### config.mk
export PLATFORM = sky130hd
export DESIGN_NAME = ievt_timer
export DESIGN_NICKNAME = d
export VERILOG_FILES = /design/src/ievt_pkg.sv /design/src/ievt_edge_filter.sv /design/src/ievt_timer.sv
export SDC_FILE = /design/constraint.sdc
export NUM_CORES = 1
export LEC_CHECK = 0
export BUFFER_PORTS_ARGS = -buffer_cell sky130_fd_sc_hd__buf_2
export CAP_MARGIN = 15
export CORE_AREA = 2 2 127 129
export DETAILED_ROUTE_END_ITERATION = 10
export DIE_AREA = 0 0 129 131
export PLACE_DENSITY_LB_ADDON = 0.15
export SLEW_MARGIN = 40
export SYNTH_ARGS = -nofsm -noshare
export SYNTH_HDL_FRONTEND = slang
export SYNTH_HIERARCHICAL = 1
export SYNTH_SLANG_ARGS = --single-unit
### constraint.sdc
create_clock -name clock -period 4.14 [get_ports clock]
set_clock_uncertainty 0.15 [all_clocks]
set_input_delay 0 -clock clock [delete_from_list [all_inputs] [get_ports clock]]
set_output_delay 0 -clock clock [all_outputs]
set_load 0.05 [all_outputs]
### src/ievt_pkg.sv
package ievt_pkg;

	// register byte offsets on the AXI4-Lite port
	localparam logic [4:0] OFS_PRESCALER_MODE   = 5'h00;
	localparam logic [4:0] OFS_MODE_CONTROL     = 5'h04;
	localparam logic [4:0] OFS_CAPTURE_CONTROL  = 5'h08;
	localparam logic [4:0] OFS_COMPARE_CAPTURE  = 5'h0C;
	localparam logic [4:0] OFS_CAPTURE_B        = 5'h10;
	localparam logic [4:0] OFS_COUNT_REGISTER   = 5'h14;
	localparam logic [4:0] OFS_STATUS           = 5'h18;

	// prescaler_mode fields
	localparam int CLOCK_SELECT_BIT_LOW  = 0;
	localparam int EDGE_SELECT_A_LOW     = 4;
	localparam int EDGE_SELECT_B_LOW     = 6;
	// mode_control_reg field
	localparam int MODE_FIELD_LOW        = 0;
	// capture_compare_control field
	localparam int DUAL_CAPTURE_BIT      = 0;
	// status fields
	localparam int STATUS_OVERFLOW_BIT   = 0;
	localparam int STATUS_MATCH_BIT      = 1;
	localparam int STATUS_CAPTURE_BIT    = 2;

	// reset values and the counter maximum
	localparam logic [7:0]  PRESCALER_MODE_RESET  = 8'h00;
	localparam logic [1:0]  MODE_CONTROL_RESET    = 2'h0;
	localparam logic        CAPTURE_CONTROL_RESET = 1'h0;
	localparam logic [15:0] COMPARE_CAPTURE_RESET = 16'h0000;
	localparam logic [15:0] CAPTURE_B_RESET       = 16'h0000;
	localparam logic [15:0] COUNT_RESET           = 16'h0000;
	localparam logic [15:0] COUNT_MAX             = 16'hFFFF;

	// prescaler divide masks (divide by 4 and by 256)
	localparam logic [7:0] DIV4_MASK   = 8'h03;
	localparam logic [7:0] DIV256_MASK = 8'hFF;

	// count clock choices
	localparam logic [1:0] CLK_PERIPH    = 2'h0;
	localparam logic [1:0] CLK_DIV4      = 2'h1;
	localparam logic [1:0] CLK_DIV256    = 2'h2;
	localparam logic [1:0] CLK_EVENT_PIN = 2'h3;

	// edge selections
	localparam logic [1:0] EDGE_FALL = 2'h0;
	localparam logic [1:0] EDGE_RISE = 2'h1;
	localparam logic [1:0] EDGE_BOTH = 2'h3;

	// mode field codes
	localparam logic [1:0] MODE_STOP  = 2'h0;
	localparam logic [1:0] MODE_FREE  = 2'h1;
	localparam logic [1:0] MODE_CLEAR = 2'h2;

	// bus responses
	localparam logic [1:0] RESP_OKAY   = 2'h0;
	localparam logic [1:0] RESP_SLVERR = 2'h2;

	typedef enum logic [2:0] {
		RUN_STOP  = 3'b001,
		RUN_FREE  = 3'b010,
		RUN_CLEAR = 3'b100
	} ievt_run_t;

	typedef struct packed {
		logic [31:0] awaddr;
		logic        awvalid;
		logic [31:0] wdata;
		logic [3:0]  wstrb;
		logic        wvalid;
		logic        bready;
		logic [31:0] araddr;
		logic        arvalid;
		logic        rready;
	} ievt_axil_req_t;

	typedef struct packed {
		logic        awready;
		logic        wready;
		logic        bvalid;
		logic [1:0]  bresp;
		logic        arready;
		logic        rvalid;
		logic [31:0] rdata;
		logic [1:0]  rresp;
	} ievt_axil_rsp_t;

endpackage : ievt_pkg

### src/ievt_edge_filter.sv
`timescale 1ns/1ps

// double-sampling edge detector: a level counts only once seen on two samples
module ievt_edge_filter (
	// clock and reset
	input  wire logic       clock,
	input  wire logic       reset,
	input  wire logic       clock_enable,
	// sampling and selection
	input  wire logic       sample,
	input  wire logic       level,
	input  wire logic [1:0] edge_sel,
	// detected edge, one cycle
	output logic            edge_hit
);

	logic first;
	logic second;
	logic stable;
	logic next_first;
	logic next_second;
	logic next_stable;
	logic next_edge_hit;

	// glitch shorter than one sample period never reaches the stable level
	always_comb begin
		next_first    = first;
		next_second   = second;
		next_stable   = stable;
		next_edge_hit = 1'b0;
		if (sample) begin
			next_first  = level;
			next_second = first;
			if ((first == second) && (second != stable)) begin
				next_stable = second;
				unique case (edge_sel)
					ievt_pkg::EDGE_FALL: next_edge_hit = !second;
					ievt_pkg::EDGE_RISE: next_edge_hit = second;
					ievt_pkg::EDGE_BOTH: next_edge_hit = 1'b1;
					default:             next_edge_hit = 1'b0; // prohibited code
				endcase
			end
		end
	end

	always_ff @(posedge clock or posedge reset) begin
		if (reset) begin
			first    <= 1'b0;
			second   <= 1'b0;
			stable   <= 1'b0;
			edge_hit <= 1'b0;
		end else if (clock_enable) begin
			first    <= next_first;
			second   <= next_second;
			stable   <= next_stable;
			edge_hit <= next_edge_hit;
		end
	end

endmodule : ievt_edge_filter

### src/ievt_timer.sv
// Register access over AXI4-Lite and the register addresses were left to the implementer.
`timescale 1ns/1ps

module ievt_timer (
	// clock and reset
	input  wire logic                     clock,
	input  wire logic                     reset,
	input  wire logic                     clock_enable,
	// register bus
	input  wire ievt_pkg::ievt_axil_req_t axil_req,
	output ievt_pkg::ievt_axil_rsp_t      axil_rsp,
	// input pins
	input  wire logic                     event_input_a,
	input  wire logic                     capture_input_b,
	// event outputs, one cycle each
	output logic                          match_irq_a,
	output logic                          capture_irq_b
);

	// software registers
	logic [7:0]          prescaler_mode;
	logic [1:0]          mode_control_reg;
	logic                capture_compare_control;
	logic [15:0]         compare_capture_a;
	logic [15:0]         capture_b;
	logic [15:0]         count_register;
	logic                overflow_flag;
	logic                match_flag;
	logic                capture_flag;
	// timer state
	ievt_pkg::ievt_run_t run_state;
	logic [7:0]          prescale;
	// bus state
	logic                aw_held;
	logic [31:0]         aw_addr;
	logic                w_held;
	logic [31:0]         w_data;
	logic [3:0]          w_strb;
	logic                bvalid;
	logic [1:0]          bresp;
	logic                rvalid;
	logic [31:0]         rdata;
	logic [1:0]          rresp;

	logic [7:0]          next_prescaler_mode;
	logic [1:0]          next_mode_control_reg;
	logic                next_capture_compare_control;
	logic [15:0]         next_compare_capture_a;
	logic [15:0]         next_capture_b;
	logic [15:0]         next_count_register;
	logic                next_overflow_flag;
	logic                next_match_flag;
	logic                next_capture_flag;
	ievt_pkg::ievt_run_t next_run_state;
	logic [7:0]          next_prescale;
	logic                next_aw_held;
	logic [31:0]         next_aw_addr;
	logic                next_w_held;
	logic [31:0]         next_w_data;
	logic [3:0]          next_w_strb;
	logic                next_bvalid;
	logic [1:0]          next_bresp;
	logic                next_rvalid;
	logic [31:0]         next_rdata;
	logic [1:0]          next_rresp;
	logic                next_match_irq_a;
	logic                next_capture_irq_b;

	// decode helpers
	logic [1:0]          clock_select;
	logic [1:0]          edge_select_a;
	logic [1:0]          edge_select_b;
	logic                pre_tick;
	logic                sample_a;
	logic                sample_b;
	logic                edge_a;
	logic                edge_b;
	logic                count_tick;
	logic                do_write;
	logic [31:0]         write_word;

	// true when the byte address names a register word
	function automatic logic ievt_reg_hit(input logic [31:0] addr);
		ievt_reg_hit = (addr[31:5] == 27'h0000000) && (addr[4:2] <= 3'h6);
	endfunction : ievt_reg_hit

	// byte-lane merge of a write onto a word
	function automatic logic [31:0] ievt_merge(input logic [31:0] old_word,
		input logic [31:0] data, input logic [3:0] strb);
		logic [31:0] merged;
		merged = old_word;
		for (int i = 0; i < 4; i++) begin
			if (strb[i]) begin
				merged[8*i +: 8] = data[8*i +: 8];
			end
		end
		ievt_merge = merged;
	endfunction : ievt_merge

	// register contents as seen on the bus
	function automatic logic [31:0] ievt_read_word(input logic [4:0] ofs,
		input logic [7:0] pm, input logic [1:0] mc, input logic cc,
		input logic [15:0] ca, input logic [15:0] cb, input logic [15:0] cr,
		input logic [2:0] st);
		unique case (ofs)
			ievt_pkg::OFS_PRESCALER_MODE:  ievt_read_word = {24'h000000, pm};
			ievt_pkg::OFS_MODE_CONTROL:    ievt_read_word = {30'h00000000, mc};
			ievt_pkg::OFS_CAPTURE_CONTROL: ievt_read_word = {31'h00000000, cc};
			ievt_pkg::OFS_COMPARE_CAPTURE: ievt_read_word = {16'h0000, ca};
			ievt_pkg::OFS_CAPTURE_B:       ievt_read_word = {16'h0000, cb};
			ievt_pkg::OFS_COUNT_REGISTER:  ievt_read_word = {16'h0000, cr};
			ievt_pkg::OFS_STATUS:          ievt_read_word = {29'h00000000, st};
			default:                       ievt_read_word = 32'h00000000;
		endcase
	endfunction : ievt_read_word

	function automatic ievt_pkg::ievt_run_t ievt_mode_state(input logic [1:0] mode);
		unique case (mode)
			ievt_pkg::MODE_FREE:  ievt_mode_state = ievt_pkg::RUN_FREE;
			ievt_pkg::MODE_CLEAR: ievt_mode_state = ievt_pkg::RUN_CLEAR;
			default:              ievt_mode_state = ievt_pkg::RUN_STOP;
		endcase
	endfunction : ievt_mode_state

	// field slices and count clock selection
	assign clock_select  = prescaler_mode[ievt_pkg::CLOCK_SELECT_BIT_LOW +: 2];
	assign edge_select_a = prescaler_mode[ievt_pkg::EDGE_SELECT_A_LOW +: 2];
	assign edge_select_b = prescaler_mode[ievt_pkg::EDGE_SELECT_B_LOW +: 2];

	// prescaler taps; the event pin path samples every peripheral clock
	always_comb begin
		unique case (clock_select)
			ievt_pkg::CLK_PERIPH: pre_tick = 1'b1;
			ievt_pkg::CLK_DIV4:   pre_tick = (prescale & ievt_pkg::DIV4_MASK) == ievt_pkg::DIV4_MASK;
			ievt_pkg::CLK_DIV256: pre_tick = prescale == ievt_pkg::DIV256_MASK;
			default:              pre_tick = 1'b1;
		endcase
	end

	assign sample_a   = (run_state != ievt_pkg::RUN_STOP) && pre_tick;
	assign sample_b   = (run_state != ievt_pkg::RUN_STOP) && pre_tick;
	assign count_tick = (clock_select == ievt_pkg::CLK_EVENT_PIN) ? edge_a : pre_tick;

	ievt_edge_filter u_filter_a (
		.clock        (clock),
		.reset        (reset),
		.clock_enable (clock_enable),
		.sample       (sample_a),
		.level        (event_input_a),
		.edge_sel     (edge_select_a),
		.edge_hit     (edge_a)
	);

	ievt_edge_filter u_filter_b (
		.clock        (clock),
		.reset        (reset),
		.clock_enable (clock_enable),
		.sample       (sample_b),
		.level        (capture_input_b),
		.edge_sel     (edge_select_b),
		.edge_hit     (edge_b)
	);

	// bus handshakes; a held address or data stalls its own channel only
	assign axil_rsp.awready = !aw_held && !bvalid;
	assign axil_rsp.wready  = !w_held && !bvalid;
	assign axil_rsp.bvalid  = bvalid;
	assign axil_rsp.bresp   = bresp;
	assign axil_rsp.arready = !rvalid;
	assign axil_rsp.rvalid  = rvalid;
	assign axil_rsp.rdata   = rdata;
	assign axil_rsp.rresp   = rresp;

	assign do_write   = aw_held && w_held && !bvalid;
	assign write_word = ievt_merge(ievt_read_word(aw_addr[4:0], prescaler_mode,
		mode_control_reg, capture_compare_control, compare_capture_a, capture_b,
		count_register, {capture_flag, match_flag, overflow_flag}), w_data, w_strb);

	// next state of bus, registers and counter
	always_comb begin
		next_prescaler_mode          = prescaler_mode;
		next_mode_control_reg        = mode_control_reg;
		next_capture_compare_control = capture_compare_control;
		next_compare_capture_a       = compare_capture_a;
		next_capture_b               = capture_b;
		next_count_register          = count_register;
		next_overflow_flag           = overflow_flag;
		next_match_flag              = match_flag;
		next_capture_flag            = capture_flag;
		next_run_state               = ievt_mode_state(mode_control_reg);
		next_prescale                = prescale + 8'h01;
		next_aw_held                 = aw_held;
		next_aw_addr                 = aw_addr;
		next_w_held                  = w_held;
		next_w_data                  = w_data;
		next_w_strb                  = w_strb;
		next_bvalid                  = bvalid;
		next_bresp                   = bresp;
		next_rvalid                  = rvalid;
		next_rdata                   = rdata;
		next_rresp                   = rresp;
		next_match_irq_a             = 1'b0;
		next_capture_irq_b           = 1'b0;

		// write channels, taken in either order
		if (axil_req.awvalid && !aw_held && !bvalid) begin
			next_aw_held = 1'b1;
			next_aw_addr = axil_req.awaddr;
		end
		if (axil_req.wvalid && !w_held && !bvalid) begin
			next_w_held = 1'b1;
			next_w_data = axil_req.wdata;
			next_w_strb = axil_req.wstrb;
		end
		if (bvalid && axil_req.bready) begin
			next_bvalid = 1'b0;
		end
		if (do_write) begin
			next_aw_held = 1'b0;
			next_w_held  = 1'b0;
			next_bvalid  = 1'b1;
			next_bresp   = ievt_reg_hit(aw_addr) ? ievt_pkg::RESP_OKAY : ievt_pkg::RESP_SLVERR;
			if (ievt_reg_hit(aw_addr)) begin
				unique case (aw_addr[4:0])
					ievt_pkg::OFS_PRESCALER_MODE:  next_prescaler_mode = write_word[7:0];
					ievt_pkg::OFS_MODE_CONTROL:    next_mode_control_reg = write_word[1:0];
					ievt_pkg::OFS_CAPTURE_CONTROL: next_capture_compare_control = write_word[0];
					ievt_pkg::OFS_COMPARE_CAPTURE: next_compare_capture_a = write_word[15:0];
					ievt_pkg::OFS_STATUS: begin
						// write one to clear; a same-cycle event below wins
						if (w_strb[0] && w_data[ievt_pkg::STATUS_OVERFLOW_BIT]) next_overflow_flag = 1'b0;
						if (w_strb[0] && w_data[ievt_pkg::STATUS_MATCH_BIT])    next_match_flag = 1'b0;
						if (w_strb[0] && w_data[ievt_pkg::STATUS_CAPTURE_BIT])  next_capture_flag = 1'b0;
					end
					default: ; // capture_b and count_register are read-only
				endcase
			end
		end

		// read channel
		if (rvalid && axil_req.rready) begin
			next_rvalid = 1'b0;
		end
		if (axil_req.arvalid && !rvalid) begin
			next_rvalid = 1'b1;
			next_rresp  = ievt_reg_hit(axil_req.araddr) ? ievt_pkg::RESP_OKAY : ievt_pkg::RESP_SLVERR;
			// an unmapped word must not alias onto a register through the low bits
			next_rdata  = 32'h00000000;
			if (ievt_reg_hit(axil_req.araddr)) begin
				next_rdata = ievt_read_word(axil_req.araddr[4:0], prescaler_mode,
					mode_control_reg, capture_compare_control, compare_capture_a, capture_b,
					count_register, {capture_flag, match_flag, overflow_flag});
			end
		end

		// counter; stopping clears it so a restart begins at zero
		unique case (run_state)
			ievt_pkg::RUN_STOP: begin
				next_count_register = ievt_pkg::COUNT_RESET;
				next_prescale       = 8'h00;
			end
			ievt_pkg::RUN_CLEAR: begin
				if (count_tick) begin
					if (count_register == compare_capture_a) begin
						next_count_register = ievt_pkg::COUNT_RESET;
						next_match_irq_a    = 1'b1;
						next_match_flag     = 1'b1;
						if (compare_capture_a == ievt_pkg::COUNT_MAX) next_overflow_flag = 1'b1;
					end else begin
						// a compare below the count is only met after the wrap
						next_count_register = count_register + 16'h0001;
						if (count_register == ievt_pkg::COUNT_MAX) next_overflow_flag = 1'b1;
					end
				end
			end
			ievt_pkg::RUN_FREE: begin
				if (count_tick) begin
					next_count_register = count_register + 16'h0001;
					if (count_register == ievt_pkg::COUNT_MAX) next_overflow_flag = 1'b1;
				end
				// captures need the prescaled clock; event-pin counting disables them
				if (clock_select != ievt_pkg::CLK_EVENT_PIN) begin
					if (edge_a) begin
						next_capture_b     = count_register;
						next_capture_irq_b = 1'b1;
						next_capture_flag  = 1'b1;
					end
					if (edge_b && capture_compare_control) begin
						next_compare_capture_a = count_register;
						next_match_irq_a       = 1'b1;
						next_match_flag        = 1'b1;
					end
				end
			end
			default: begin
				next_count_register = ievt_pkg::COUNT_RESET;
				next_prescale       = 8'h00;
			end
		endcase
	end

	// all state freezes while the clock enable is low
	always_ff @(posedge clock or posedge reset) begin
		if (reset) begin
			prescaler_mode          <= ievt_pkg::PRESCALER_MODE_RESET;
			mode_control_reg        <= ievt_pkg::MODE_CONTROL_RESET;
			capture_compare_control <= ievt_pkg::CAPTURE_CONTROL_RESET;
			compare_capture_a       <= ievt_pkg::COMPARE_CAPTURE_RESET;
			capture_b               <= ievt_pkg::CAPTURE_B_RESET;
			count_register          <= ievt_pkg::COUNT_RESET;
			overflow_flag           <= 1'b0;
			match_flag              <= 1'b0;
			capture_flag            <= 1'b0;
			run_state               <= ievt_pkg::RUN_STOP;
			prescale                <= 8'h00;
			aw_held                 <= 1'b0;
			aw_addr                 <= 32'h00000000;
			w_held                  <= 1'b0;
			w_data                  <= 32'h00000000;
			w_strb                  <= 4'h0;
			bvalid                  <= 1'b0;
			bresp                   <= ievt_pkg::RESP_OKAY;
			rvalid                  <= 1'b0;
			rdata                   <= 32'h00000000;
			rresp                   <= ievt_pkg::RESP_OKAY;
			match_irq_a             <= 1'b0;
			capture_irq_b           <= 1'b0;
		end else if (clock_enable) begin
			prescaler_mode          <= next_prescaler_mode;
			mode_control_reg        <= next_mode_control_reg;
			capture_compare_control <= next_capture_compare_control;
			compare_capture_a       <= next_compare_capture_a;
			capture_b               <= next_capture_b;
			count_register          <= next_count_register;
			overflow_flag           <= next_overflow_flag;
			match_flag              <= next_match_flag;
			capture_flag            <= next_capture_flag;
			run_state               <= next_run_state;
			prescale                <= next_prescale;
			aw_held                 <= next_aw_held;
			aw_addr                 <= next_aw_addr;
			w_held                  <= next_w_held;
			w_data                  <= next_w_data;
			w_strb                  <= next_w_strb;
			bvalid                  <= next_bvalid;
			bresp                   <= next_bresp;
			rvalid                  <= next_rvalid;
			rdata                   <= next_rdata;
			rresp                   <= next_rresp;
			match_irq_a             <= next_match_irq_a;
			capture_irq_b           <= next_capture_irq_b;
		end
	end

endmodule : ievt_timer

### Word-level counts from Yosys, hierarchy flattened

Index checks and enable logic that the tools add are counted.

* add/sub/neg operators: 2
* $mul: 0
* divide/modulo/power cells: 0
* $lt $le $gt $ge: 2
* equality and inequality tests: 34
* shift-type cells: 0
* mux-type cells: 69
* bitwise logic cells: 0
* reductions and logical operators: 53

Operators with widths (number)
* $mux 16: 10
* $pmux 16 s7: 1
* $logic_not 27->1: 2
* $pmux 16 s3: 1
* $mux 1: 44
* $eq 16x16->1 const B: 2
* $pmux 16 s2: 1
* $mux 8: 3
* $eq 5x4->1 const B: 4
* $eq 5x5->1 const B: 4
* $logic_and 1x1->1: 20
* $reduce_and 2->1: 9
* $add 16x1->16 const B: 1
* $eq 16x16->1: 1
* $reduce_and 4->1: 4
* $eq 2x2->1 const B: 6
* $eq 5x3->1 const B: 2
* $logic_not 5->1: 2
* $reduce_and 3->1: 3
* $add 8x1->8 const B: 1
* $eq 2x1->1 const B: 4
* $eq 8x8->1 const B: 1
* $pmux 1 s2: 4
* $reduce_bool 2->1: 4
* 13 further kinds: 26

* register bits: 173
* bits in latches: 0
* RAM bits: 0
* ROM bits: 0
* input bits: 110
* output and inout bits: 43
* word-level logic and storage cells: 191
* memories: 0

### Depth between registers and ports, before layout

Gate-level depths: netlist of run 1.

* depth in word-level cells: 9
* gate-level depth with buffers: 9
* depth with buffers taken out: 8

### By module

Netlist of run 1, hierarchy kept.

By module, submodules not included
* ievt_timer: times used 1, cells each 680, area an instance 7219.4 um^2
* ievt_edge_filter: times used 2, cells each 19, area an instance 197.7 um^2

### Worst setup path after synthesis of run 1

No wires, ideal clock.

* path kind: reg-to-reg
* start: register aw_addr[7]
* end: register mode_control_reg[1]
* arrival time: 2.038 ns
* required time: 3.863 ns
* setup slack: 1.824 ns
* stages on the path, launching flop included: 6
* buffers on the path: 0
* clock period less this slack: 2.316 ns
* cell sequence: dfrtp_1 -> nor4_2 -> nand4_1 -> or4_4 -> or3_4 -> mux2_1

* longest elaborated chain between the ends: 3

RTL lines
* start, declared: line ievt_timer.sv:35 `logic [31:0] aw_addr;`
* start signal, assigned: line ievt_timer.sv:341 `aw_addr <= next_aw_addr;`
* $logic_not 27->1: line ievt_timer.sv:84 `ievt_reg_hit = (addr[31:5] == 27'h0000000) && (addr[4:2] <= 3'h6);`
* $logic_and 1x1->1: line ievt_timer.sv:84
* $reduce_and 4->1 (no line)
* end signal, assigned: line ievt_timer.sv:306 `mode_control_reg <= ievt_pkg::MODE_CONTROL_RESET;`
* end signal, assigned: line ievt_timer.sv:330 `mode_control_reg <= next_mode_control_reg;`
* end, declared: line ievt_timer.sv:22 `logic [1:0] mode_control_reg;`

No other way between the ends.
A chain may end at the register's enable or synchronous reset.

### Worst setup path in the final report of run 1

* start: input port axil_req[30] in the netlist's numbering
* end: register rdata[1]

* longest elaborated chain between the ends: 3

RTL lines
* start, declared: line ievt_timer.sv:10 `input wire ievt_pkg::ievt_axil_req_t axil_req,`
* $logic_not 27->1: line ievt_timer.sv:84
* $logic_and 1x1->1: line ievt_timer.sv:84
* $mux 16: line ievt_timer.sv:249 `if (ievt_reg_hit(axil_req.araddr)) begin`
* end signal, assigned: line ievt_timer.sv:348 `rdata <= next_rdata;`
* end, declared: line ievt_timer.sv:42 `logic [31:0] rdata;`

No other way between the ends.

==> results of run 1 <==
-- final cells by class --
class                   instances  area share [%]
clock inverters                 7          0.6821
inverters                      28           1.154
repair buffers                192           13.88
multi-input cells             492           35.62
flip-flops and latches        155           40.67
clock buffers                  24           5.155
well taps                     216           2.833
-- layer usage --
metal  GRT usage, %  part of all wire, %  up-vias  wire [um]
li1               -                    -     2886          -
met1          30.35                   44     2955       8347
met2          40.55                   49      185       9215
met3          3.950                  5.6       15       1059
met4          6.777                  1.2        0        218
met5              0                    0        -          0
-- cells by family (layout without fill, tap and decap cells) --
group	Yosys count	in the layout	share of synthesized area, %
simple gates	218	218	14.59
flops	155	155	50.95
compound gates	138	138	12.59
buf+inv	88	251	5.439
mux	76	76	11.21
xor+xnor	35	35	4.026
fa+ha+maj	7	7	1.150
other cells	1	18	0.04925
-- path summary, 6_finish.rpt --
kind                              startpoint  slack, ps  cells after the start                    end
worst min-delay path             axil_req[2]         20                      5               rdata[2]
worst min register to register      rdata[3]        320                      2               rdata[3]
min in group asynchronous              reset         90                      3                 rvalid
worst max-delay path            axil_req[30]       1260                      9               rdata[1]
worst max register to register   aw_addr[11]       1490                      5  compare_capture_a[15]
max in group asynchronous              reset       2740                      4          capture_b[14]
-- synthesized netlist by cell type, types with 4 or more instances --
| cell type | n |
|---|---|
| sky130_fd_sc_hd__dfrtp_1 | 154 |
| sky130_fd_sc_hd__nand2_1 | 77 |
| sky130_fd_sc_hd__mux2_2 | 72 |
| sky130_fd_sc_hd__o21ai_0 | 47 |
| sky130_fd_sc_hd__nor2_1 | 40 |
| sky130_fd_sc_hd__clkbuf_1 | 31 |
| sky130_fd_sc_hd__inv_1 | 28 |
| sky130_fd_sc_hd__nor4_1 | 24 |
| sky130_fd_sc_hd__buf_4 | 21 |
| sky130_fd_sc_hd__xor2_1 | 21 |
| sky130_fd_sc_hd__a222oi_1 | 15 |
| sky130_fd_sc_hd__a22oi_1 | 14 |
| sky130_fd_sc_hd__and3_1 | 14 |
| sky130_fd_sc_hd__xnor2_1 | 14 |
| sky130_fd_sc_hd__nand4_1 | 13 |
| sky130_fd_sc_hd__nand3_1 | 11 |
| sky130_fd_sc_hd__a21oi_1 | 10 |
| sky130_fd_sc_hd__nor3_1 | 10 |
| sky130_fd_sc_hd__a31oi_1 | 9 |
| sky130_fd_sc_hd__o22ai_1 | 8 |
| sky130_fd_sc_hd__ha_1 | 7 |
| sky130_fd_sc_hd__a22o_1 | 6 |
| sky130_fd_sc_hd__a21boi_0 | 5 |
| sky130_fd_sc_hd__nor2b_1 | 5 |
| sky130_fd_sc_hd__nor4_2 | 5 |
| sky130_fd_sc_hd__a21o_1 | 4 |
| sky130_fd_sc_hd__buf_1 | 4 |
| sky130_fd_sc_hd__buf_2 | 4 |
-- power groups by stage --
| stage | logic, mW | registers, mW | clock network [mW] |
|---|---|---|---|
| floorplan | 0.685 | 1.98 | 0 |
| global placement | 0.763 | 2.05 | 0 |
| detailed placement | 0.797 | 2.08 | 0 |
| CTS | 0.847 | 2.06 | 1.49 |
| global route | 0.936 | 2.11 | 1.54 |
| finish | 0.848 | 2.06 | 1.45 |
-- critical path: stages --
cell and delay, ps:
sky130_fd_sc_hd__dlygate4sd3_1 530, sky130_fd_sc_hd__buf_2 120, sky130_fd_sc_hd__nor4_1 130, sky130_fd_sc_hd__dlygate4sd3_1 580, sky130_fd_sc_hd__nand3_1 110, sky130_fd_sc_hd__dlygate4sd3_1 590
sky130_fd_sc_hd__nor4_1 260, sky130_fd_sc_hd__dlygate4sd3_1 620, sky130_fd_sc_hd__a22o_1 130
-- repair_timing --
action | CTS | global route
hold buffers | 69 | 0
gates resized for setup | 0 | 0
hold endpoints to repair | 141 | 0
-- through the flow --
step,util (%),setup slack [ps]
3_5_place_dp,53.10,1481
5_1_grt,61.16,983.7
2_1_floorplan,-,40.32
6_report,61.16,1259
3_3_place_gp,53.09,1495
4_1_cts,61.10,1287
==> results.json, run 1 <==
{
  "overall_routing_resource_usage_pct": 23.34,
  "seq_power_share_pct": 47.2,
  "yosys_warnings": 6,
  "synth_seq_area_share_pct": 50.95,
  "period_share_pct": 69.59,
  "tritoncts_clock_tree": "done",
  "first_global_vias": 6204,
  "floorplan.initialDensity_pct": 48.82,
  "htree_levels": 4,
  "synth-edff-count": 0,
  "dpl_cell_area_mm2": 0.008283,
  "n_antenna_cell": 0,
  "worst_skew_pair.late_latency_ps": 420,
  "drt.antenna.violating_nets": 0,
  "grt_pass1_wl_mm": 30.75,
  "clock_tree_root_driver_cell": "sky130_fd_sc_hd__clkbuf_16",
  "die_height_um": 131,
  "worst_setup_path_start_kind": "primary input",
  "crit_path_max_fo": 2,
  "fmax_mhz": 347.1,
  "max-cap-violations": 0,
  "synthesized_instance_count": 718,
  "synth_top_flop_cell": "sky130_fd_sc_hd__dfrtp_1",
  "num-nets-final": 1003,
  "final_power_mw": 4.363,
  "cellInternalPower_mw": 3.081,
  "multi_input_comb_area_mm2": 0.003398,
  "num-fill-cells": 1288,
  "criticalPathCategory": "primary input to flop",
  "final_common_cell": "sky130_fd_sc_hd__dfrtp_1",
  "finalMaxSlewViolations": 0,
  "setup.worst_path.end_class": "flop",
  "pwr-share-comb_pct": 19.4,
  "tightest_slew_ps": 826.4,
  "numPortBuffers": 116,
  "switching_power_mw": 1.282,
  "design.die.area_mm2": 0.01690,
  "top_register": "aw_addr",
  "vias": 6041,
  "synth_top_cells_by_area": "sky130_fd_sc_hd__dfrtp_1, sky130_fd_sc_hd__mux2_2, sky130_fd_sc_hd__nand2_1",
  "drt_iter0_markers": 450,
  "postCtsSetupBuffers": 0,
  "leakage_dissipation_nw": 4.396,
  "floorplan.die.width_um": 129,
  "async_reset_ff_share_pct": 100.0,
  "result_of_the_run": "finished clean",
  "worst_setup_hold_path_clk_slew_ps": 60,
  "dp_hpwl_mm": 13.24,
  "yosys.cell_types.count": 56,
  "routabilityCongestion": 0.8228,
  "area_delta_synth_final_pct": 25.27,
  "drt-total-wl_mm": 18.84,
  "drc": 0,
  "final-setup-viol-count": 0,
  "clock_sink_count": 155,
  "syn_area_mm2": 0.007615,
  "synth_seq_cells": 155,
  "synth_top_cell_area_share_pct": 50.61,
  "seq_area_mm2": 0.003880,
  "globalRoute.totalOverflow": 0,
  "switching_share_pct": 29.38,
  "clock_power_share_pct": 33.3,
  "row_count": 46,
  "synthesis.area_per_instance_um2": 10.61,
  "setup_total_negative_slack_ps": 0,
  "grt_max_degree": 71,
  "grt_setup_unrepaired": "false",
  "grt_antenna_before_repair": 0,
  "dpl.cell_count": 1014,
  "number_of_flip_flops_under_the_largest_register_name": 32,
  "final_cells": 1114,
  "critical_path_required_ps": 4340,
  "core_area_mm2": 0.01560,
  "ctsLongestPathBuffers": 2,
  "slew-limit-headroom_pct": 44.90,
  "synth_largest_area_cell": "sky130_fd_sc_hd__dfrtp_1",
  "num_cts_buffers": 17,
  "drt-vias-per-instance": 5.423,
  "ratio_of_total_power_to_cell_area_mw_per_mm2": 457.3,
  "hold_slack_ps": 16.38,
  "wl_per_cell_um": 16.91,
  "hold_viol": 0,
  "vdd_ir_drop_max_v": 0.0004490,
  "design.portCount": 153,
  "data_arrival_time_of_the_worst_path_ps": 3080,
  "post-route-min-period_ps": 2881,
  "most-common-layout-cells": "sky130_fd_sc_hd__dfrtp_1, sky130_fd_sc_hd__buf_2, sky130_fd_sc_hd__nand2_1",
  "dr.pass1.iters": 6,
  "fin_area_mm2": 0.009539,
  "min-delay-path-class": "primary input to flop",
  "fraction_of_layout_instances_using_a_drive_strength_above_1_pct": 26.84
}
No activity file was read; power rests on OpenSTA's default activity.
==> inputs of run 2 (changes only) <==
Clock period 4.14 ns to 2.5 ns, I/O delays scaled along.
==> results.json, run 2 (same netlist as run 1, synthesis figures left out) <==
{
  "leakage_dissipation_nw": 4.709,
  "worst_skew_pair.late_latency_ps": 430,
  "worst_setup_path_start_kind": "flop",
  "final_cells": 1167,
  "slew-limit-headroom_pct": 62.75,
  "dp_hpwl_mm": 13.80,
  "clock_tree_root_driver_cell": "sky130_fd_sc_hd__clkbuf_16",
  "most-common-layout-cells": "sky130_fd_sc_hd__dfrtp_1, sky130_fd_sc_hd__buf_2, sky130_fd_sc_hd__nand2_1",
  "max-cap-violations": 0,
  "grt_pass1_wl_mm": 31.69,
  "grt_max_degree": 96,
  "dpl.cell_count": 1059,
  "crit_path_max_fo": 4,
  "grt_antenna_before_repair": 0,
  "final_common_cell": "sky130_fd_sc_hd__dfrtp_1",
  "dpl_cell_area_mm2": 0.008655,
  "timing.hold.worst.start": "axil_req[13]",
  "n_antenna_cell": 0,
  "fraction_of_layout_instances_using_a_drive_strength_above_1_pct": 30.81,
  "num_cts_buffers": 17,
  "top_register": "aw_addr",
  "worstRegToRegCells": 5,
  "setup_total_negative_slack_ps": 0,
  "floorplan.die.width_um": 129,
  "post-route-min-period_ps": 2443,
  "crit_start": "aw_addr[5]",
  "area_delta_synth_final_pct": 32.62,
  "ctsLongestPathBuffers": 2,
  "globalRoute.totalOverflow": 0,
  "first_global_vias": 6411,
  "die_height_um": 131,
  "row_count": 46,
  "fmax_mhz": 409.4,
  "finalMaxSlewViolations": 0,
  "routabilityCongestion": 0.8914,
  "r2r_setup_slack_ps": 60,
  "grt_setup_unrepaired": "true",
  "ratio_of_total_power_to_cell_area_mw_per_mm2": 765.1,
  "overall_routing_resource_usage_pct": 24.19,
  "core_area_mm2": 0.01560,
  "endpoint_of_the_lowest_slack_register_to_register_path": "mode_control_reg[1]",
  "drt-total-wl_mm": 19.65,
  "hold_slack_ps": -5.670,
  "period_share_pct": 97.71,
  "floorplan.initialDensity_pct": 48.82,
  "drt-vias-per-instance": 5.435,
  "tightest_slew_ps": 553.6,
  "fin_area_mm2": 0.01010,
  "min-delay-path-class": "primary input to flop",
  "drc": 0,
  "tritoncts_clock_tree": "done",
  "setup.worst_path.end_class": "flop",
  "criticalPathCategory": "flop to flop",
  "fin_ws_ps": 57.29,
  "numPortBuffers": 116,
  "vias": 6343,
  "clock_sink_count": 155,
  "violated_checks": "hold timing",
  "wl_per_cell_um": 16.84,
  "hold_viol": 2,
  "number_of_flip_flops_under_the_largest_register_name": 32,
  "design.die.area_mm2": 0.01690,
  "num-fill-cells": 1233,
  "drt.antenna.violating_nets": 0,
  "final_power_mw": 7.726,
  "num-nets-final": 1055,
  "data_arrival_time_of_the_worst_path_ps": 2600,
  "worst_setup_hold_path_clk_slew_ps": 60,
  "dr.pass1.iters": 8,
  "worstReg2RegStart": "aw_addr[5]",
  "critical_path_required_ps": 2660,
  "final-setup-viol-count": 0,
  "crit_path_end": "mode_control_reg[1]",
  "result_of_the_run": "complete, but fails checks",
  "post-place-ws_ps": -32.81,
  "htree_levels": 4,
  "design.portCount": 153,
  "drt_iter0_markers": 435,
  "vdd_ir_drop_max_v": 0.0006585
}
[run 2: routing by layer]
layer  share of wire (%)  GRT usage [%]  routed length (um)
met5                   0              0                   0
met4                 2.0          8.312                 401
met3                 7.5          5.049                1468
met2                  48          40.65                9384
met1                  43          31.42                8400
[run 2: power by group]
| part | internal [mW] | total [mW] | leakage [nW] | switching (mW) |
|---|---|---|---|---|
| Sequential | 2.99 | 3.36 | 2.01 | 0.368 |
| Clock | 1.74 | 2.78 | 0.308 | 1.05 |
| Combinational | 0.724 | 1.58 | 2.39 | 0.858 |
| Total | 5.45 | 7.73 | 4.71 | 2.27 |
[run 2: repair_timing]
item	4_1_cts	5_1_grt
gates cloned	0	0
endpoints found under the setup margin	5	13
hold endpoints to repair	235	1
hold buffers	74	2
setup buffers	1	0
resized for setup	0	6
pin swaps	1	4
[run 2: worst max-delay path, cell delays in order, from the launching register on]
cell	delay [ps]
sky130_fd_sc_hd__dfrtp_1	390
sky130_fd_sc_hd__nor4_2	340
sky130_fd_sc_hd__nand4_1	180
sky130_fd_sc_hd__or4_4	560
sky130_fd_sc_hd__or3_4	390
sky130_fd_sc_hd__mux2_1	320
[run 2: per-stage QoR]
step           hold slack, ps  utilization [%]
2_1_floorplan          -383.9                -
3_3_place_gp           -218.3            55.49
3_5_place_dp           -210.4            55.49
4_1_cts                 23.30            64.47
5_1_grt                 7.126            64.74
6_report               -5.670            64.74
[run 2: how the worst min path moves through the flow]
stage / endpoint / slack [ps] / depth (start not counted)
2_1_floorplan: u_filter_a/edge_hit / -380 / 1
3_3_place_gp: u_filter_a/edge_hit / -220 / 2
3_5_place_dp: u_filter_a/edge_hit / -210 / 2
4_1_cts: rdata[1] / 20 / 4
5_1_grt: rdata[1] / 7 / 5
6_report: rdata[0] / -6 / 5
[run 2: final cells by class]
class / instances / area [um^2] / share of cell area, %
multi-input cells: 492 / 3417 / 33.84
well taps: 216 / 270.3 / 2.676
clock buffers: 20 / 456.7 / 4.522
flip-flops and latches: 155 / 3880 / 38.42
inverters: 28 / 108.9 / 1.078
clock inverters: 12 / 183.9 / 1.821
repair buffers: 244 / 1782 / 17.64
==> inputs of run 3 (changes only) <==
Settings changed: CORE_AREA 2 2 127 129 to 2 2 129 131, DIE_AREA 0 0 129 131 to 0 0 131 133, SYNTH_HIERARCHICAL 1 to default.
==> results.json, run 3 <==
{
  "criticalPathCategory": "flop to flop",
  "synth_top_cells_by_area": "sky130_fd_sc_hd__dfrtp_1, sky130_fd_sc_hd__mux2_2, sky130_fd_sc_hd__nor2_1",
  "die_height_um": 133,
  "drt_iter0_markers": 505,
  "grt_max_degree": 69,
  "synth_largest_area_cell": "sky130_fd_sc_hd__dfrtp_1",
  "data_arrival_time_of_the_worst_path_ps": 2540,
  "fraction_of_layout_instances_using_a_drive_strength_above_1_pct": 29.47,
  "violated_checks": "hold timing",
  "min-delay-path-class": "primary input to flop",
  "yosys_warnings": 0,
  "final_common_cell": "sky130_fd_sc_hd__dfrtp_1",
  "design.die.area_mm2": 0.01742,
  "setup.worst_path.end_class": "flop",
  "yosys.cell_types.count": 61,
  "first_global_vias": 6522,
  "numPortBuffers": 116,
  "clock_sink_count": 155,
  "whs_path_depth": 5,
  "synth_top_cell_area_share_pct": 49.16,
  "floorplan.initialDensity_pct": 48.47,
  "fmax_mhz": 418.9,
  "critical_path.most_common_cell": "sky130_fd_sc_hd__nor4_1",
  "drc": 0,
  "worst_skew_pair.late_latency_ps": 430,
  "drt-total-wl_mm": 20.45,
  "worstRegToRegCells": 6,
  "row_count": 47,
  "worst_setup_path_start_kind": "flop",
  "synth_seq_area_share_pct": 49.50,
  "tritoncts_clock_tree": "done",
  "floorplan.die.width_um": 131,
  "design.portCount": 153,
  "drt.antenna.violating_nets": 0,
  "vdd_ir_drop_max_v": 0.0007601,
  "overall_routing_resource_usage_pct": 24.37,
  "syn_area_mm2": 0.007839,
  "switching_share_pct": 29.65,
  "series_of_cell_instances_along_the_critical_path": "nor4_1, nand3_1, nor4_1, buf_4, nand4_2, o221a_1",
  "grt_pass1_wl_mm": 32.96,
  "globalRoute.totalOverflow": 0,
  "wl_per_cell_um": 17.48,
  "dp_hpwl_mm": 14.34,
  "htree_levels": 4,
  "finalMaxSlewViolations": 0,
  "hold_slack_ps": -0.8593,
  "setup_total_negative_slack_ps": 0,
  "vias": 6492,
  "synthesized_instance_count": 745,
  "final-setup-viol-count": 0,
  "critical_path_required_ps": 2660,
  "synth-edff-count": 0,
  "n_antenna_cell": 0,
  "crit_path_max_incr_delay_ps": 420,
  "num-fill-cells": 1293,
  "worst_path_max_delay_cell": "sky130_fd_sc_hd__nor4_1",
  "grt_antenna_before_repair": 0,
  "core_area_mm2": 0.01617,
  "hold_viol": 1,
  "synthesis.area_per_instance_um2": 10.52,
  "worst_setup_hold_path_clk_slew_ps": 60,
  "clock_tree_root_driver_cell": "sky130_fd_sc_hd__clkbuf_16",
  "fin_ws_ps": 113.0,
  "routabilityCongestion": 0.8953,
  "top_register": "aw_addr",
  "area_delta_synth_final_pct": 28.40,
  "switching_power_mw": 2.251,
  "synth_seq_cells": 155,
  "cellInternalPower_mw": 5.340,
  "async_reset_ff_share_pct": 100.0,
  "drt-vias-per-instance": 5.549,
  "period_share_pct": 95.48,
  "dr.pass1.iters": 8,
  "clock_power_share_pct": 34.7,
  "tightest_slew_ps": 636.1,
  "most-common-layout-cells": "sky130_fd_sc_hd__dfrtp_1, sky130_fd_sc_hd__buf_2, sky130_fd_sc_hd__nor2_1",
  "leakage_dissipation_nw": 4.538,
  "seq_power_share_pct": 45.6,
  "num-nets-final": 1055,
  "number_of_flip_flops_under_the_largest_register_name": 32,
  "max-cap-violations": 0,
  "crit_path_max_fo": 8,
  "synth_common_cells": "sky130_fd_sc_hd__dfrtp_1, sky130_fd_sc_hd__nor2_1, sky130_fd_sc_hd__mux2_2",
  "pwr-share-comb_pct": 19.7,
  "grt_setup_unrepaired": "false",
  "slew-limit-headroom_pct": 57.31,
  "num_cts_buffers": 17,
  "synth_top_flop_cell": "sky130_fd_sc_hd__dfrtp_1",
  "post-place-ws_ps": 86.89,
  "post-route-min-period_ps": 2387,
  "ctsLongestPathBuffers": 2,
  "ratio_of_total_power_to_cell_area_mw_per_mm2": 754.3,
  "result_of_the_run": "complete, but fails checks",
  "synth_most_common_cell": "sky130_fd_sc_hd__dfrtp_1"
}
==> run 3: cell count changes after synthesis, moves of 8 or more <==
cell                       previous run  this run
sky130_fd_sc_hd__nor2_1              40        78
sky130_fd_sc_hd__a21oi_1             10        28
sky130_fd_sc_hd__o21ai_0             47        29
sky130_fd_sc_hd__xnor2_1             14        31
sky130_fd_sc_hd__xor2_1              21         6
sky130_fd_sc_hd__nand2_1             77        65
sky130_fd_sc_hd__nand4_1             13        24
sky130_fd_sc_hd__nor3_1              10        20
sky130_fd_sc_hd__and3_1              14         5
sky130_fd_sc_hd__a221oi_2             0         8
sky130_fd_sc_hd__a22oi_1             14         6
sky130_fd_sc_hd__o221a_1              0         8
sky130_fd_sc_hd__o22ai_1              8         0
==> run 3: kinds of logic after synthesis <==
group                      share of synthesized area, %
and+or+nand+nor                                   16.33
DFF                                               49.50
AOI/OAI and AO/OA                                 11.88
buffers and inverters                             5.363
muxes                                             11.64
xor gates and xnor gates                          4.134
adders and majority gates                         1.117
other                                           0.04784
==> run 3: area by class of cell <==
type	count	area, um^2	share of cell area, %
sequential	155	3880	38.55
tap	220	275.3	2.735
multi-input combinational	523	3631	36.08
timing repair buffer	220	1594	15.84
inverter	21	82.58	0.8205
clock inverter	11	145.1	1.442
clock buffer	20	456.7	4.538
==> run 3: final timing paths <==
check | startpoint | end | slack, ps
min reg2reg | rdata[6] | rdata[6] | 320
min in group asynchronous | reset | match_irq_a | 470
max | aw_addr[7] | compare_capture_a[9] | 110
min | axil_req[1] | rdata[2] | -0.9
max in group asynchronous | reset | w_data[14] | 1090
max reg2reg | aw_addr[7] | compare_capture_a[9] | 110
==> run 3: critical path, delay by kind of cell, from the launching register on <==
kind,cells,cell delay (ps)
AND/OR/NAND/NOR,4,1250
flip-flops,1,390
buffers and inverters,1,180
AO/OA/AOI/OAI,1,290
==> run 3: through the flow <==
stage / util (%) / total power, mW / cell area (um^2) / std cells / hold WS (ps)
2_1_floorplan: - / 4.464 / 7906 / 762 / -0.2062
3_3_place_gp: 53.90 / 4.796 / 8716 / 1069 / 14.11
3_5_place_dp: 53.96 / 4.870 / 8726 / 1069 / 22.90
4_1_cts: 61.83 / 7.574 / 9998 / 1167 / 6.599
5_1_grt: 62.24 / 7.962 / 10060 / 1170 / 33.94
6_report: 62.24 / 7.592 / 10060 / 1170 / -0.8593
==> run 3: power by group through the flow <==
| stage | clock, mW | combinational (mW) | sequential, mW |
|---|---|---|---|
| 4_1_cts | 2.66 | 1.48 | 3.44 |
| 3_5_place_dp | 0 | 1.39 | 3.48 |
| 6_report | 2.63 | 1.49 | 3.46 |
| 2_1_floorplan | 0 | 1.17 | 3.29 |
| 3_3_place_gp | 0 | 1.35 | 3.45 |
| 5_1_grt | 2.79 | 1.64 | 3.53 |
==> run 3: what timing repair did <==
item	4_1_cts	5_1_grt
hold endpoints to repair	99	5
endpoints found under the setup margin	0	32
hold buffers	67	1
resized for setup	0	4
setup buffers	0	1
==> run 3: metal layers <==
layer  global-route usage, %  share of wire (%)  routed length, um
met5                       0                  0                  0
met4                   7.447                1.8                369
met3                   5.216                6.4               1316
met2                   38.72                 48               9786
met1                   33.55                 44               8973
